$ cat config.mk
export PLATFORM = sky130hd
export DESIGN_NAME = output_compare_control_two
export DESIGN_NICKNAME = d
export VERILOG_FILES = /design/src/rtl/compare_control_pkg.sv /design/src/rtl/output_compare_control_two.sv
export SDC_FILE = /design/constraint.sdc
export NUM_CORES = 1
export LEC_CHECK = 0
export ABC_AREA = 1
export BUFFER_PORTS_ARGS = -buffer_cell sky130_fd_sc_hd__buf_2
export CORE_UTILIZATION = 53
export DETAILED_ROUTE_END_ITERATION = 10
export PLACE_DENSITY = 0.72
export RECOVER_POWER = 100
export SYNTH_ARGS = -nofsm -noshare
export SYNTH_HDL_FRONTEND = slang
export SYNTH_SLANG_ARGS = --single-unit
$ cat constraint.sdc
create_clock -name i_clock -period 4.8 [get_ports i_clock]
set_clock_uncertainty 0.05 [all_clocks]
set_input_delay 0.72 -clock i_clock [delete_from_list [all_inputs] [get_ports i_clock]]
set_output_delay 0.72 -clock i_clock [all_outputs]
set_load 0.02 [all_outputs]
$ cat src/rtl/compare_control_pkg.sv
package compare_control_pkg;

  // ----------------------------------------------------------------
  // Bus and widths
  // ----------------------------------------------------------------
  localparam int unsigned ADDR_W = 8;
  localparam int unsigned DATA_W = 32;
  localparam int unsigned STRB_W = 4;
  localparam int unsigned SRC_COUNT = 32;
  localparam int unsigned HALF_W = 16;

  localparam logic [1:0] RESP_OKAY = 2'h0;
  localparam logic [1:0] RESP_SLVERR = 2'h2;

  // ----------------------------------------------------------------
  // Register byte addresses
  // ----------------------------------------------------------------
  localparam logic [ADDR_W-1:0] OFS_CONTROL2 = 8'h00;
  localparam logic [ADDR_W-1:0] OFS_ENABLE = 8'h04;
  localparam logic [ADDR_W-1:0] OFS_COMPARE = 8'h08;
  localparam logic [ADDR_W-1:0] OFS_PERIOD = 8'h0c;
  localparam logic [ADDR_W-1:0] OFS_STATUS = 8'h10;
  localparam logic [ADDR_W-1:0] OFS_MASK = 8'h14;
  localparam logic [ADDR_W-1:0] OFS_TIMER = 8'h18;

  // ----------------------------------------------------------------
  // Reset values and field layouts
  // ----------------------------------------------------------------
  localparam logic [15:0] CONTROL2_RESET = 16'h000c;
  localparam logic [31:0] PERIOD_RESET = 32'h0000ffff;
  localparam logic [31:0] HALF_MASK = 32'h0000ffff;
  localparam logic [31:0] FULL_MASK = 32'hffffffff;
  localparam int unsigned EVT_W = 3;
  localparam int unsigned EVT_FAULT = 0;
  localparam int unsigned EVT_TRIGGER = 1;
  localparam int unsigned EVT_PERIOD = 2;

  typedef struct packed {
    logic fault_recovery_mode;
    logic fault_drive_level;
    logic fault_hiz_enable;
    logic compare_output_invert;
    logic [2:0] unused;
    logic cascade_enable;
    logic trigger_or_sync_select;
    logic timer_triggered_flag;
    logic compare_pin_hiz;
    logic [4:0] sync_source_field;
  } control2_type;

  typedef struct packed {
    logic level;
    logic drive;
  } pin_type;

  typedef enum logic [1:0] {
    ST_NORMAL = 2'b01,
    ST_FAULT = 2'b10
  } fault_state_type;

endpackage : compare_control_pkg

$ cat src/rtl/output_compare_control_two.sv
`timescale 1ns/1ps
// Notes on behaviour
// - With recovery mode 1 the fault state ends only when the fault is gone, the flag is cleared and a period starts.
// - With recovery mode 0 the fault state ends by itself when the fault is gone and a period starts.
// - In fault the drive level bit sets the pin high or low.
// - In fault the high-impedance enable releases the pin, otherwise the drive level applies.
// - The invert bit inverts the compare output.
// - Cascade joins two halves into one 32-bit timer and compare, else 16-bit.
// - Trigger select 1 starts the timer on the chosen source, 0 resets it on each source event.
// - The triggered flag is set by hardware once triggered, and while it is 0 with trigger select 1 the timer is held at zero.
// - The pin direction bit releases the pin, otherwise the channel drives it except in fault with the high-impedance enable set.
// - Bits 11 to 9 of the control register read as zero.
// - Switching the channel off emits a one-cycle trigger-out pulse.
module output_compare_control_two (
  input wire logic i_clock,
  input wire logic i_nrst,
  input wire logic [7:0] i_awaddr,
  input wire logic i_awvalid,
  output logic o_awready,
  input wire logic [31:0] i_wdata,
  input wire logic [3:0] i_wstrb,
  input wire logic i_wvalid,
  output logic o_wready,
  output logic [1:0] o_bresp,
  output logic o_bvalid,
  input wire logic i_bready,
  input wire logic [7:0] i_araddr,
  input wire logic i_arvalid,
  output logic o_arready,
  output logic [31:0] o_rdata,
  output logic [1:0] o_rresp,
  output logic o_rvalid,
  input wire logic i_rready,
  input wire logic i_fault,
  input wire logic [31:0] i_sync_sources,
  output logic o_compare_out,
  output logic o_compare_oe,
  output logic o_trigger_out,
  output logic o_irq
);

  // ----------------------------------------------------------------
  // Helpers
  // ----------------------------------------------------------------
  function automatic logic [31:0] apply_strobe(input logic [31:0] old_word,
                                               input logic [31:0] new_word,
                                               input logic [3:0] strb);
    logic [31:0] res;
    res = old_word;
    for (int b = 0; b < 4; b++)
    begin
      if (strb[b])
      begin
        res[b*8 +: 8] = new_word[b*8 +: 8];
      end
    end
    return res;
  endfunction : apply_strobe

  function automatic logic is_mapped(input logic [7:0] a);
    return (a == compare_control_pkg::OFS_CONTROL2) || (a == compare_control_pkg::OFS_ENABLE) ||
           (a == compare_control_pkg::OFS_COMPARE) || (a == compare_control_pkg::OFS_PERIOD) ||
           (a == compare_control_pkg::OFS_STATUS) || (a == compare_control_pkg::OFS_MASK) ||
           (a == compare_control_pkg::OFS_TIMER);
  endfunction : is_mapped

  // ----------------------------------------------------------------
  // State
  // ----------------------------------------------------------------
  compare_control_pkg::control2_type ctrl_q;
  compare_control_pkg::fault_state_type state_q;
  compare_control_pkg::pin_type pin_q;
  logic enable_q;
  logic enable_prev_q;
  logic [31:0] compare_q;
  logic [31:0] period_q;
  logic [31:0] timer_q;
  logic [2:0] status_q;
  logic [2:0] mask_q;
  logic trig_out_q;
  logic irq_q;
  logic fault_meta_q;
  logic fault_sync_q;
  logic [7:0] aw_addr_q;
  logic aw_full_q;
  logic [31:0] w_data_q;
  logic [3:0] w_strb_q;
  logic w_full_q;
  logic bvalid_q;
  logic [1:0] bresp_q;
  logic rvalid_q;
  logic [1:0] rresp_q;
  logic [31:0] rdata_q;

  logic do_write;
  logic wr_ctrl;
  logic wr_enable;
  logic wr_compare;
  logic wr_period;
  logic wr_status;
  logic wr_mask;
  logic [31:0] merged_ctrl;
  logic [31:0] merged_enable;
  logic [31:0] merged_compare;
  logic [31:0] merged_period;
  logic [31:0] merged_mask;
  logic [31:0] clear_bits;
  logic [31:0] width_mask;
  logic [31:0] rd_word;
  logic source_event;
  logic running;
  logic period_hit;
  logic trigger_set;
  logic match;
  logic [2:0] events;

  // ----------------------------------------------------------------
  // Bus slave
  // ----------------------------------------------------------------
  assign o_awready = !aw_full_q && !bvalid_q;
  assign o_wready = !w_full_q && !bvalid_q;
  assign o_arready = !rvalid_q;
  assign o_bvalid = bvalid_q;
  assign o_bresp = bresp_q;
  assign o_rvalid = rvalid_q;
  assign o_rresp = rresp_q;
  assign o_rdata = rdata_q;
  assign do_write = aw_full_q && w_full_q && !bvalid_q;

  always_ff @(posedge i_clock or negedge i_nrst)
  begin
    if (!i_nrst)
    begin
      aw_full_q <= 1'b0;
      aw_addr_q <= 8'h00;
      w_full_q <= 1'b0;
      w_data_q <= 32'h00000000;
      w_strb_q <= 4'h0;
      bvalid_q <= 1'b0;
      bresp_q <= 2'h0;
    end
    else
    begin
      if (i_awvalid && o_awready)
      begin
        aw_full_q <= 1'b1;
        aw_addr_q <= i_awaddr;
      end
      if (i_wvalid && o_wready)
      begin
        w_full_q <= 1'b1;
        w_data_q <= i_wdata;
        w_strb_q <= i_wstrb;
      end
      if (do_write)
      begin
        aw_full_q <= 1'b0;
        w_full_q <= 1'b0;
        bvalid_q <= 1'b1;
        bresp_q <= is_mapped(aw_addr_q) ? compare_control_pkg::RESP_OKAY
                                        : compare_control_pkg::RESP_SLVERR;
      end
      else if (bvalid_q && i_bready)
      begin
        bvalid_q <= 1'b0;
      end
    end
  end

  always_comb
  begin
    rd_word = 32'h00000000;
    case (i_araddr)
      compare_control_pkg::OFS_CONTROL2: rd_word = {16'h0000, ctrl_q};
      compare_control_pkg::OFS_ENABLE: rd_word = {31'h00000000, enable_q};
      compare_control_pkg::OFS_COMPARE: rd_word = compare_q;
      compare_control_pkg::OFS_PERIOD: rd_word = period_q;
      compare_control_pkg::OFS_STATUS: rd_word = {29'h00000000, status_q};
      compare_control_pkg::OFS_MASK: rd_word = {29'h00000000, mask_q};
      compare_control_pkg::OFS_TIMER: rd_word = timer_q;
      default: rd_word = 32'h00000000;
    endcase
  end

  always_ff @(posedge i_clock or negedge i_nrst)
  begin
    if (!i_nrst)
    begin
      rvalid_q <= 1'b0;
      rresp_q <= 2'h0;
      rdata_q <= 32'h00000000;
    end
    else if (i_arvalid && o_arready)
    begin
      rvalid_q <= 1'b1;
      rdata_q <= rd_word;
      rresp_q <= is_mapped(i_araddr) ? compare_control_pkg::RESP_OKAY
                                     : compare_control_pkg::RESP_SLVERR;
    end
    else if (rvalid_q && i_rready)
    begin
      rvalid_q <= 1'b0;
    end
  end

  // ----------------------------------------------------------------
  // Register writes
  // ----------------------------------------------------------------
  assign wr_ctrl = do_write && (aw_addr_q == compare_control_pkg::OFS_CONTROL2);
  assign wr_enable = do_write && (aw_addr_q == compare_control_pkg::OFS_ENABLE);
  assign wr_compare = do_write && (aw_addr_q == compare_control_pkg::OFS_COMPARE);
  assign wr_period = do_write && (aw_addr_q == compare_control_pkg::OFS_PERIOD);
  assign wr_status = do_write && (aw_addr_q == compare_control_pkg::OFS_STATUS);
  assign wr_mask = do_write && (aw_addr_q == compare_control_pkg::OFS_MASK);
  assign merged_ctrl = apply_strobe({16'h0000, ctrl_q}, w_data_q, w_strb_q);
  assign merged_enable = apply_strobe({31'h00000000, enable_q}, w_data_q, w_strb_q);
  assign merged_compare = apply_strobe(compare_q, w_data_q, w_strb_q);
  assign merged_period = apply_strobe(period_q, w_data_q, w_strb_q);
  assign merged_mask = apply_strobe({29'h00000000, mask_q}, w_data_q, w_strb_q);
  assign clear_bits = apply_strobe(32'h00000000, w_data_q, w_strb_q);

  always_ff @(posedge i_clock or negedge i_nrst)
  begin
    if (!i_nrst)
    begin
      ctrl_q <= compare_control_pkg::CONTROL2_RESET;
    end
    else
    begin
      if (wr_ctrl)
      begin
        ctrl_q <= merged_ctrl[15:0];
        ctrl_q.unused <= 3'h0;
      end
      else if (!enable_q)
      begin
        ctrl_q.timer_triggered_flag <= 1'b0;
      end
      if (trigger_set)
      begin
        ctrl_q.timer_triggered_flag <= 1'b1;
      end
    end
  end

  always_ff @(posedge i_clock or negedge i_nrst)
  begin
    if (!i_nrst)
    begin
      enable_q <= 1'b0;
      compare_q <= 32'h00000000;
      period_q <= compare_control_pkg::PERIOD_RESET;
      mask_q <= 3'h0;
    end
    else
    begin
      if (wr_enable)
      begin
        enable_q <= merged_enable[0];
      end
      if (wr_compare)
      begin
        compare_q <= merged_compare;
      end
      if (wr_period)
      begin
        period_q <= merged_period;
      end
      if (wr_mask)
      begin
        mask_q <= merged_mask[2:0];
      end
    end
  end

  // ----------------------------------------------------------------
  // Timer, trigger and sync
  // ----------------------------------------------------------------
  // cascade width select
  assign width_mask = ctrl_q.cascade_enable ? compare_control_pkg::FULL_MASK
                                            : compare_control_pkg::HALF_MASK;
  assign source_event = i_sync_sources[ctrl_q.sync_source_field];
  assign running = enable_q && (!ctrl_q.trigger_or_sync_select || ctrl_q.timer_triggered_flag);
  assign period_hit = running && (timer_q == (period_q & width_mask));
  assign trigger_set = enable_q && ctrl_q.trigger_or_sync_select && source_event;
  assign match = running && (timer_q < (compare_q & width_mask));

  always_ff @(posedge i_clock or negedge i_nrst)
  begin
    if (!i_nrst)
    begin
      timer_q <= 32'h00000000;
    end
    else if (!running)
    begin
      timer_q <= 32'h00000000;
    end
    else if (!ctrl_q.trigger_or_sync_select && source_event)
    begin
      timer_q <= 32'h00000000;
    end
    else if (period_hit)
    begin
      timer_q <= 32'h00000000;
    end
    else
    begin
      timer_q <= (timer_q + 32'h00000001) & width_mask;
    end
  end

  always_ff @(posedge i_clock or negedge i_nrst)
  begin
    if (!i_nrst)
    begin
      enable_prev_q <= 1'b0;
      trig_out_q <= 1'b0;
    end
    else
    begin
      enable_prev_q <= enable_q;
      trig_out_q <= enable_prev_q && !enable_q;
    end
  end
  assign o_trigger_out = trig_out_q;

  // ----------------------------------------------------------------
  // Fault handling
  // ----------------------------------------------------------------
  always_ff @(posedge i_clock or negedge i_nrst)
  begin
    if (!i_nrst)
    begin
      fault_meta_q <= 1'b0;
      fault_sync_q <= 1'b0;
    end
    else
    begin
      fault_meta_q <= i_fault;
      fault_sync_q <= fault_meta_q;
    end
  end

  always_ff @(posedge i_clock or negedge i_nrst)
  begin
    if (!i_nrst)
    begin
      state_q <= compare_control_pkg::ST_NORMAL;
    end
    else
    begin
      case (state_q)
        compare_control_pkg::ST_NORMAL:
        begin
          if (fault_sync_q)
          begin
            state_q <= compare_control_pkg::ST_FAULT;
          end
        end
        compare_control_pkg::ST_FAULT:
        begin
          if (!fault_sync_q && period_hit &&
              (!ctrl_q.fault_recovery_mode || !status_q[compare_control_pkg::EVT_FAULT]))
          begin
            state_q <= compare_control_pkg::ST_NORMAL;
          end
        end
        default: state_q <= compare_control_pkg::ST_NORMAL;
      endcase
    end
  end

  // ----------------------------------------------------------------
  // Pin drive
  // ----------------------------------------------------------------
  always_ff @(posedge i_clock or negedge i_nrst)
  begin
    if (!i_nrst)
    begin
      pin_q <= '0;
    end
    else if (ctrl_q.compare_pin_hiz)
    begin
      pin_q <= '0;
    end
    else if (state_q == compare_control_pkg::ST_FAULT)
    begin
      pin_q.drive <= !ctrl_q.fault_hiz_enable;
      pin_q.level <= !ctrl_q.fault_hiz_enable && ctrl_q.fault_drive_level;
    end
    else
    begin
      pin_q.drive <= 1'b1;
      pin_q.level <= match ^ ctrl_q.compare_output_invert;
    end
  end
  assign o_compare_out = pin_q.level;
  assign o_compare_oe = pin_q.drive;

  // ----------------------------------------------------------------
  // Interrupts
  // ----------------------------------------------------------------
  assign events = {period_hit, trigger_set, fault_sync_q};

  always_ff @(posedge i_clock or negedge i_nrst)
  begin
    if (!i_nrst)
    begin
      status_q <= 3'h0;
      irq_q <= 1'b0;
    end
    else
    begin
      status_q <= (status_q & ~(wr_status ? clear_bits[2:0] : 3'h0)) | events;
      irq_q <= |(status_q & mask_q);
    end
  end
  assign o_irq = irq_q;
endmodule : output_compare_control_two

Word-level counts from Yosys, hierarchy flattened

Cells that the tools add are included.

Register bits: 209
Latch bits: 0
RAM bits: 0
Bits in read-only memories: 0
Input bits: 92
Output and inout bits: 45
Logic and storage cells: 167
Memories kept: 0

Add/subtract/negate cells: 1
Multiply operators: 0
Div/mod/pow operators: 0
$lt $le $gt $ge: 2
Equality and inequality tests: 19
Shift-type cells: 0
Multiplexer cells: 28
Bitwise operators: 8
Reductions and logical operators: 70

Operators by type and width:

| operator              | count |
|---|---|
| $pmux 32 s7           | 1 |
| $mux 32               | 4 |
| $and 32x32->32        | 3 |
| $eq 8x5->1 const B    | 6 |
| $add 32x1->32 const B | 1 |
| $eq 32x32->1          | 1 |
| $eq 8x4->1 const B    | 4 |
| $lt 32x32->1          | 1 |
| $reduce_and 2->1      | 14 |
| $logic_and 1x1->1     | 25 |
| $eq 8x3->1 const B    | 2 |
| $logic_not 8->1       | 2 |
| $logic_or 1x1->1      | 14 |
| $mux 1                | 12 |
| $mux 2                | 6 |
| $logic_not 1->1       | 10 |
| $reduce_bool 2->1     | 4 |
| $mux 7                | 1 |
| $and 3x3->3           | 2 |
| $lt 5x6->1 const B    | 1 |
| $mux 3                | 2 |
| $bmux 1 s5            | 1 |
| $ne 2x2->1 const B    | 2 |
| $pmux 2 s2            | 1 |
| other kinds (8)       | 8 |

Depth between registers and ports, before layout

Depth after elaboration: 8
Depth in mapped cells: 16
Mapped depth without buffers: 16

Worst setup path before layout

Ideal clock, no wire load.

Kind: flip-flop to flip-flop
From: reg ctrl_q[8] in the netlist's numbering
To: reg pin_q, in the netlist o_compare_out
Library setup time: 0.113 ns
Arrival: 1.973 ns
Data required time: 4.637 ns
Path slack: 2.664 ns
Stages on the path, launching flop included: 15
Path buffers: 3
Clock period less this slack: 2.136 ns
Cells stage by stage: dfrtp_1 > buf_6 > buf_6 > clkbuf_1 > nand2_1 > ha_1 > nand2_1 > nor2_1 > nand4_1 > nor4_1 > nand2_1 > nand3_1 > nand3_1 > nand2_1 > inv_1

Cells in the longest elaborated chain, start to end: 7

RTL lines:

| element                | line                              | RTL |
|---|---|---|
| start, declared        | output_compare_control_two.sv:70  | `compare_control_pkg::control2_type ctrl_q;` |
| start signal, assigned | output_compare_control_two.sv:226 | `ctrl_q <= compare_control_pkg::CONTROL2_RESET;` |
| start signal, assigned | output_compare_control_two.sv:232 | `ctrl_q <= merged_ctrl[15:0];` |
| $mux 32                | output_compare_control_two.sv:280 | `assign width_mask = ctrl_q.cascade_enable ? compare_control_pkg::FULL_MASK` |
| $and 32x32->32         | output_compare_control_two.sv:286 | `assign match = running && (timer_q < (compare_q & width_mask));` |
| $lt 32x32->1           | output_compare_control_two.sv:286 |  |
| $logic_and 1x1->1      | output_compare_control_two.sv:286 |  |
| $xor 1x1->1            | output_compare_control_two.sv:394 | `pin_q.level <= match ^ ctrl_q.compare_output_invert;` |
| $mux 2                 | output_compare_control_two.sv:386 | `else if (state_q == compare_control_pkg::ST_FAULT)` |
| $mux 2                 | output_compare_control_two.sv:382 | `else if (ctrl_q.compare_pin_hiz)` |
| end, declared          | output_compare_control_two.sv:72  | `compare_control_pkg::pin_type pin_q;` |

No other way between the ends.
A chain may end at the register's enable or synchronous reset.

Worst setup path after layout

From: reg rvalid_q, in the netlist o_rvalid
To: reg rresp_q[1], in the netlist o_rresp[1]

Cells in the longest elaborated chain, start to end: 2

RTL lines:

| element                | line                              | RTL |
|---|---|---|
| start, declared        | output_compare_control_two.sv:91  | `logic rvalid_q;` |
| start signal, assigned | output_compare_control_two.sv:189 | `rvalid_q <= 1'b0;` |
| start signal, assigned | output_compare_control_two.sv:195 | `rvalid_q <= 1'b1;` |
| start signal, assigned | output_compare_control_two.sv:202 | `rvalid_q <= 1'b0;` |
| $logic_not 1->1        | output_compare_control_two.sv:122 | `assign o_arready = !rvalid_q;` |
| $logic_and 1x1->1      | output_compare_control_two.sv:193 | `else if (i_arvalid && o_arready)` |
| end signal, assigned   | output_compare_control_two.sv:197 | `rresp_q <= is_mapped(i_araddr) ? compare_control_pkg::RESP_OKAY` |
| end, declared          | output_compare_control_two.sv:92  | `logic [1:0] rresp_q;` |

No other way between the ends.

==> metrics.cfg <==
[synth]
ys_dominant_reg_cell = dfrtp_1
ys_seq_area_share_pct = 47.28
syn-cell-area_um2 = 11010
synthArstFlopShare_pct = 100.0
synthDistinctLibCells = 51
synth_cells = 1301
synth_area_per_cell_um2 = 8.459
ys_warn_count = 0
ys_ff_latch = 207
synth_edf_count = 0

[sta]
period_share_pct = 76.88
maxSlewHeadroom_pct = -91.91
slew_viol_final = 211
final-setup-viol-count = 0
grt_setup_unrepaired = false
min_period_ns = 3.690
tightest_slew_ns = 2.879
setup_tns_ns = 0
hold_viol = 0
timing.fmax_ghz = 0.2710

[worst_setup_path]
cp-end-kind = register
rrSetupSlack_ns = 1.11
critPathSlowestCell = clkbuf_1
worstPathRequired_ns = 5.12
worst_ep_arrival_time_ns = 4.01
path_max_fanout = 54
startpoint_type = register
crit_path_cell_trace = inv_1, nand2_2, clkbuf_1, inv_1, nand3_1, nand2_1
cpPeakStageDelay_ns = 1.65
cp_common_cell = inv_1
critPathKind = reg -> reg

[placed_design]
placement.io_buffers = 134
gp_congestion = 0.9310
dp_hpwl_um = 20900

[die]
initial_core_util_pct = 54.22
core_region_area_um2 = 20300
die_h_um = 146.1
row_count = 52
die_w_um = 146.1
pin_count = 137
dieArea_um2 = 21350

[route]
routed_via_density = 5.447
wl_met2_um = 12830
drc_errors = 0
wire_per_inst_um = 16.99
drt_iter0_drc = 735
routed_wl_um = 28980
highest_layer = met5
dr_total_vias = 9287
ant_nets = 0
drtPass1Iterations = 5
drt-met1-wl_um = 13510
route.met3.wl_um = 1736

[power]
pwr-share-comb_pct = 18.0
clkPwrFrac_pct = 35.3
power.switching_mw = 1.476
power_density_nw_per_um2 = 393.9
switching_share_pct = 30.47
cellLeakagePower_nw = 5.508
peakVddDrop_v = 0.0004685
finalPower_mw = 4.844
p_int_mw = 3.368
seqPwrFrac_pct = 46.7

[clocking]
numCtsBuffers = 22
path_clk_slew_ns = 0.06
postCtsHoldBufs = 0
cts-resized-gates = 0
root_buffer = clkbuf_16
clk_latency_ns = 0.51
post_cts_buffers = 0
cts_sinks = 207
clock_path_buffers = 3
htree_levels = 1
cts_tree = built

[global_routing]
gr-total-overflow = 0
grt_use_total_pct = 27.98
grt_max_degree = 115
grt_pass1_wl_um = 47260
grt_pass1_vias = 8992
antenna_found_initial = 1

[run_status]
status = complete, but fails checks
violations = max-capacitance violations, max-slew violations

[cells_and_area]
fin_util_pct = 60.59
antennaDiodeCount = 0
nets = 1543
final_common_cell = nand2_1
syn_to_final_growth_pct = 11.76
nFillCells = 1866
final_cell_mix = 267 x nand2_1, 188 x dfrtp_1, 150 x inv_1
drive_gt1_share_pct = 14.15

[job]
maxCapViolations = 3

[worst_hold_path]
hold_class = in -> reg

## cells by family after synthesis
| group | synth area share (%) |
|---|---|
| DFF | 47.28 |
| xor gates and xnor gates | 3.422 |
| AOI/OAI and AO/OA | 14.07 |
| muxes | 0.4092 |
| buffers and inverters | 8.038 |
| other | 0.03407 |
| adders and majority gates | 3.638 |
| and+or+nand+nor | 23.10 |
## final cells by class
class | instances | area (um^2) | share of cell area (%)
Clock inverter | 4 | 45.04 | 0.3662
Inverter | 158 | 595.6 | 4.842
Clock buffer | 36 | 684.4 | 5.565
Sequential cell | 207 | 5204 | 42.31
Timing Repair Buffer | 138 | 651.9 | 5.300
Multi-Input combinational cell | 892 | 4781 | 38.87
Tap cell | 270 | 337.8 | 2.747
## metrics by stage
stage	setup slack [ns]	cells	instance area (um^2)	hold WS (ns)
floorplan	2.664	1302	11010	0.2812
global placement	1.665	1665	11790	0.2879
detailed placement	1.688	1665	11790	0.3002
CTS	1.682	1705	12520	0.2586
global route	0.8156	1705	12300	0.2591
finish	1.110	1705	12300	0.2722
## synthesized netlist by cell type (all sizes together), types with 5 or more instances
cell type / instances / share of area [%]
nor4: 8 / 0.51
xnor2: 8 / 0.64
nand2: 276 / 9.7
buf: 20 / 1.7
nand4: 20 / 1.3
inv: 158 / 5.4
a221oi: 5 / 0.40
o22ai: 35 / 2.0
o21ai: 141 / 6.5
a21oi: 82 / 3.9
ha: 32 / 3.6
dfrtp: 188 / 43
clkbuf: 25 / 0.86
nand3: 49 / 2.6
dfstp: 19 / 4.5
nor2: 148 / 7.0
xor2: 35 / 2.8
nor3: 27 / 1.8
## state kept, by name, summed over array words and instances, names as in the netlist, 4 cells and up
register / flops
period_q: 32
w_strb_q: 4
ctrl_q: 13
aw_addr_q: 8
o_rdata: 32
w_data_q: 32
timer_q: 32
compare_q: 32
## power groups by stage
stage	Combinational (mW)	Sequential, mW	Clock [mW]
2_1_floorplan	0.611	2.24	0
3_3_place_gp	0.872	2.27	0
3_5_place_dp	0.896	2.29	0
4_1_cts	0.901	2.26	1.73
5_1_grt	0.998	2.30	1.80
6_report	0.872	2.26	1.71
## path summary, 6_finish.rpt
| check | start | to | depth (start not counted) |
|---|---|---|---|
| worst max-delay path | o_rvalid | o_rresp[1] | 6 |
| worst min-delay path | i_fault | fault_meta_q | 1 |
| worst max register to register | o_rvalid | o_rresp[1] | 6 |
| worst min register to register | fault_meta_q | fault_sync_q | 0 |
| max in group asynchronous | i_nrst | period_q[12] | 2 |
| min in group asynchronous | i_nrst | o_rdata[7] | 1 |
## metal layers
metal / GRT usage (%) / up-vias
met3: 4.563 / 56
met2: 43.01 / 320
met4: 9.167 / 2
met5: 0 / -
li1: - / 4503
met1: 40.53 / 4406
## worst max-delay path, delay by kind of cell (launching register included)
kind,cells,cell delay (ns)
buffers and inverters,3,2.58
and+or+nand+nor,3,0.58
DFF,1,0.34
No activity file was read; power rests on OpenSTA's default activity.
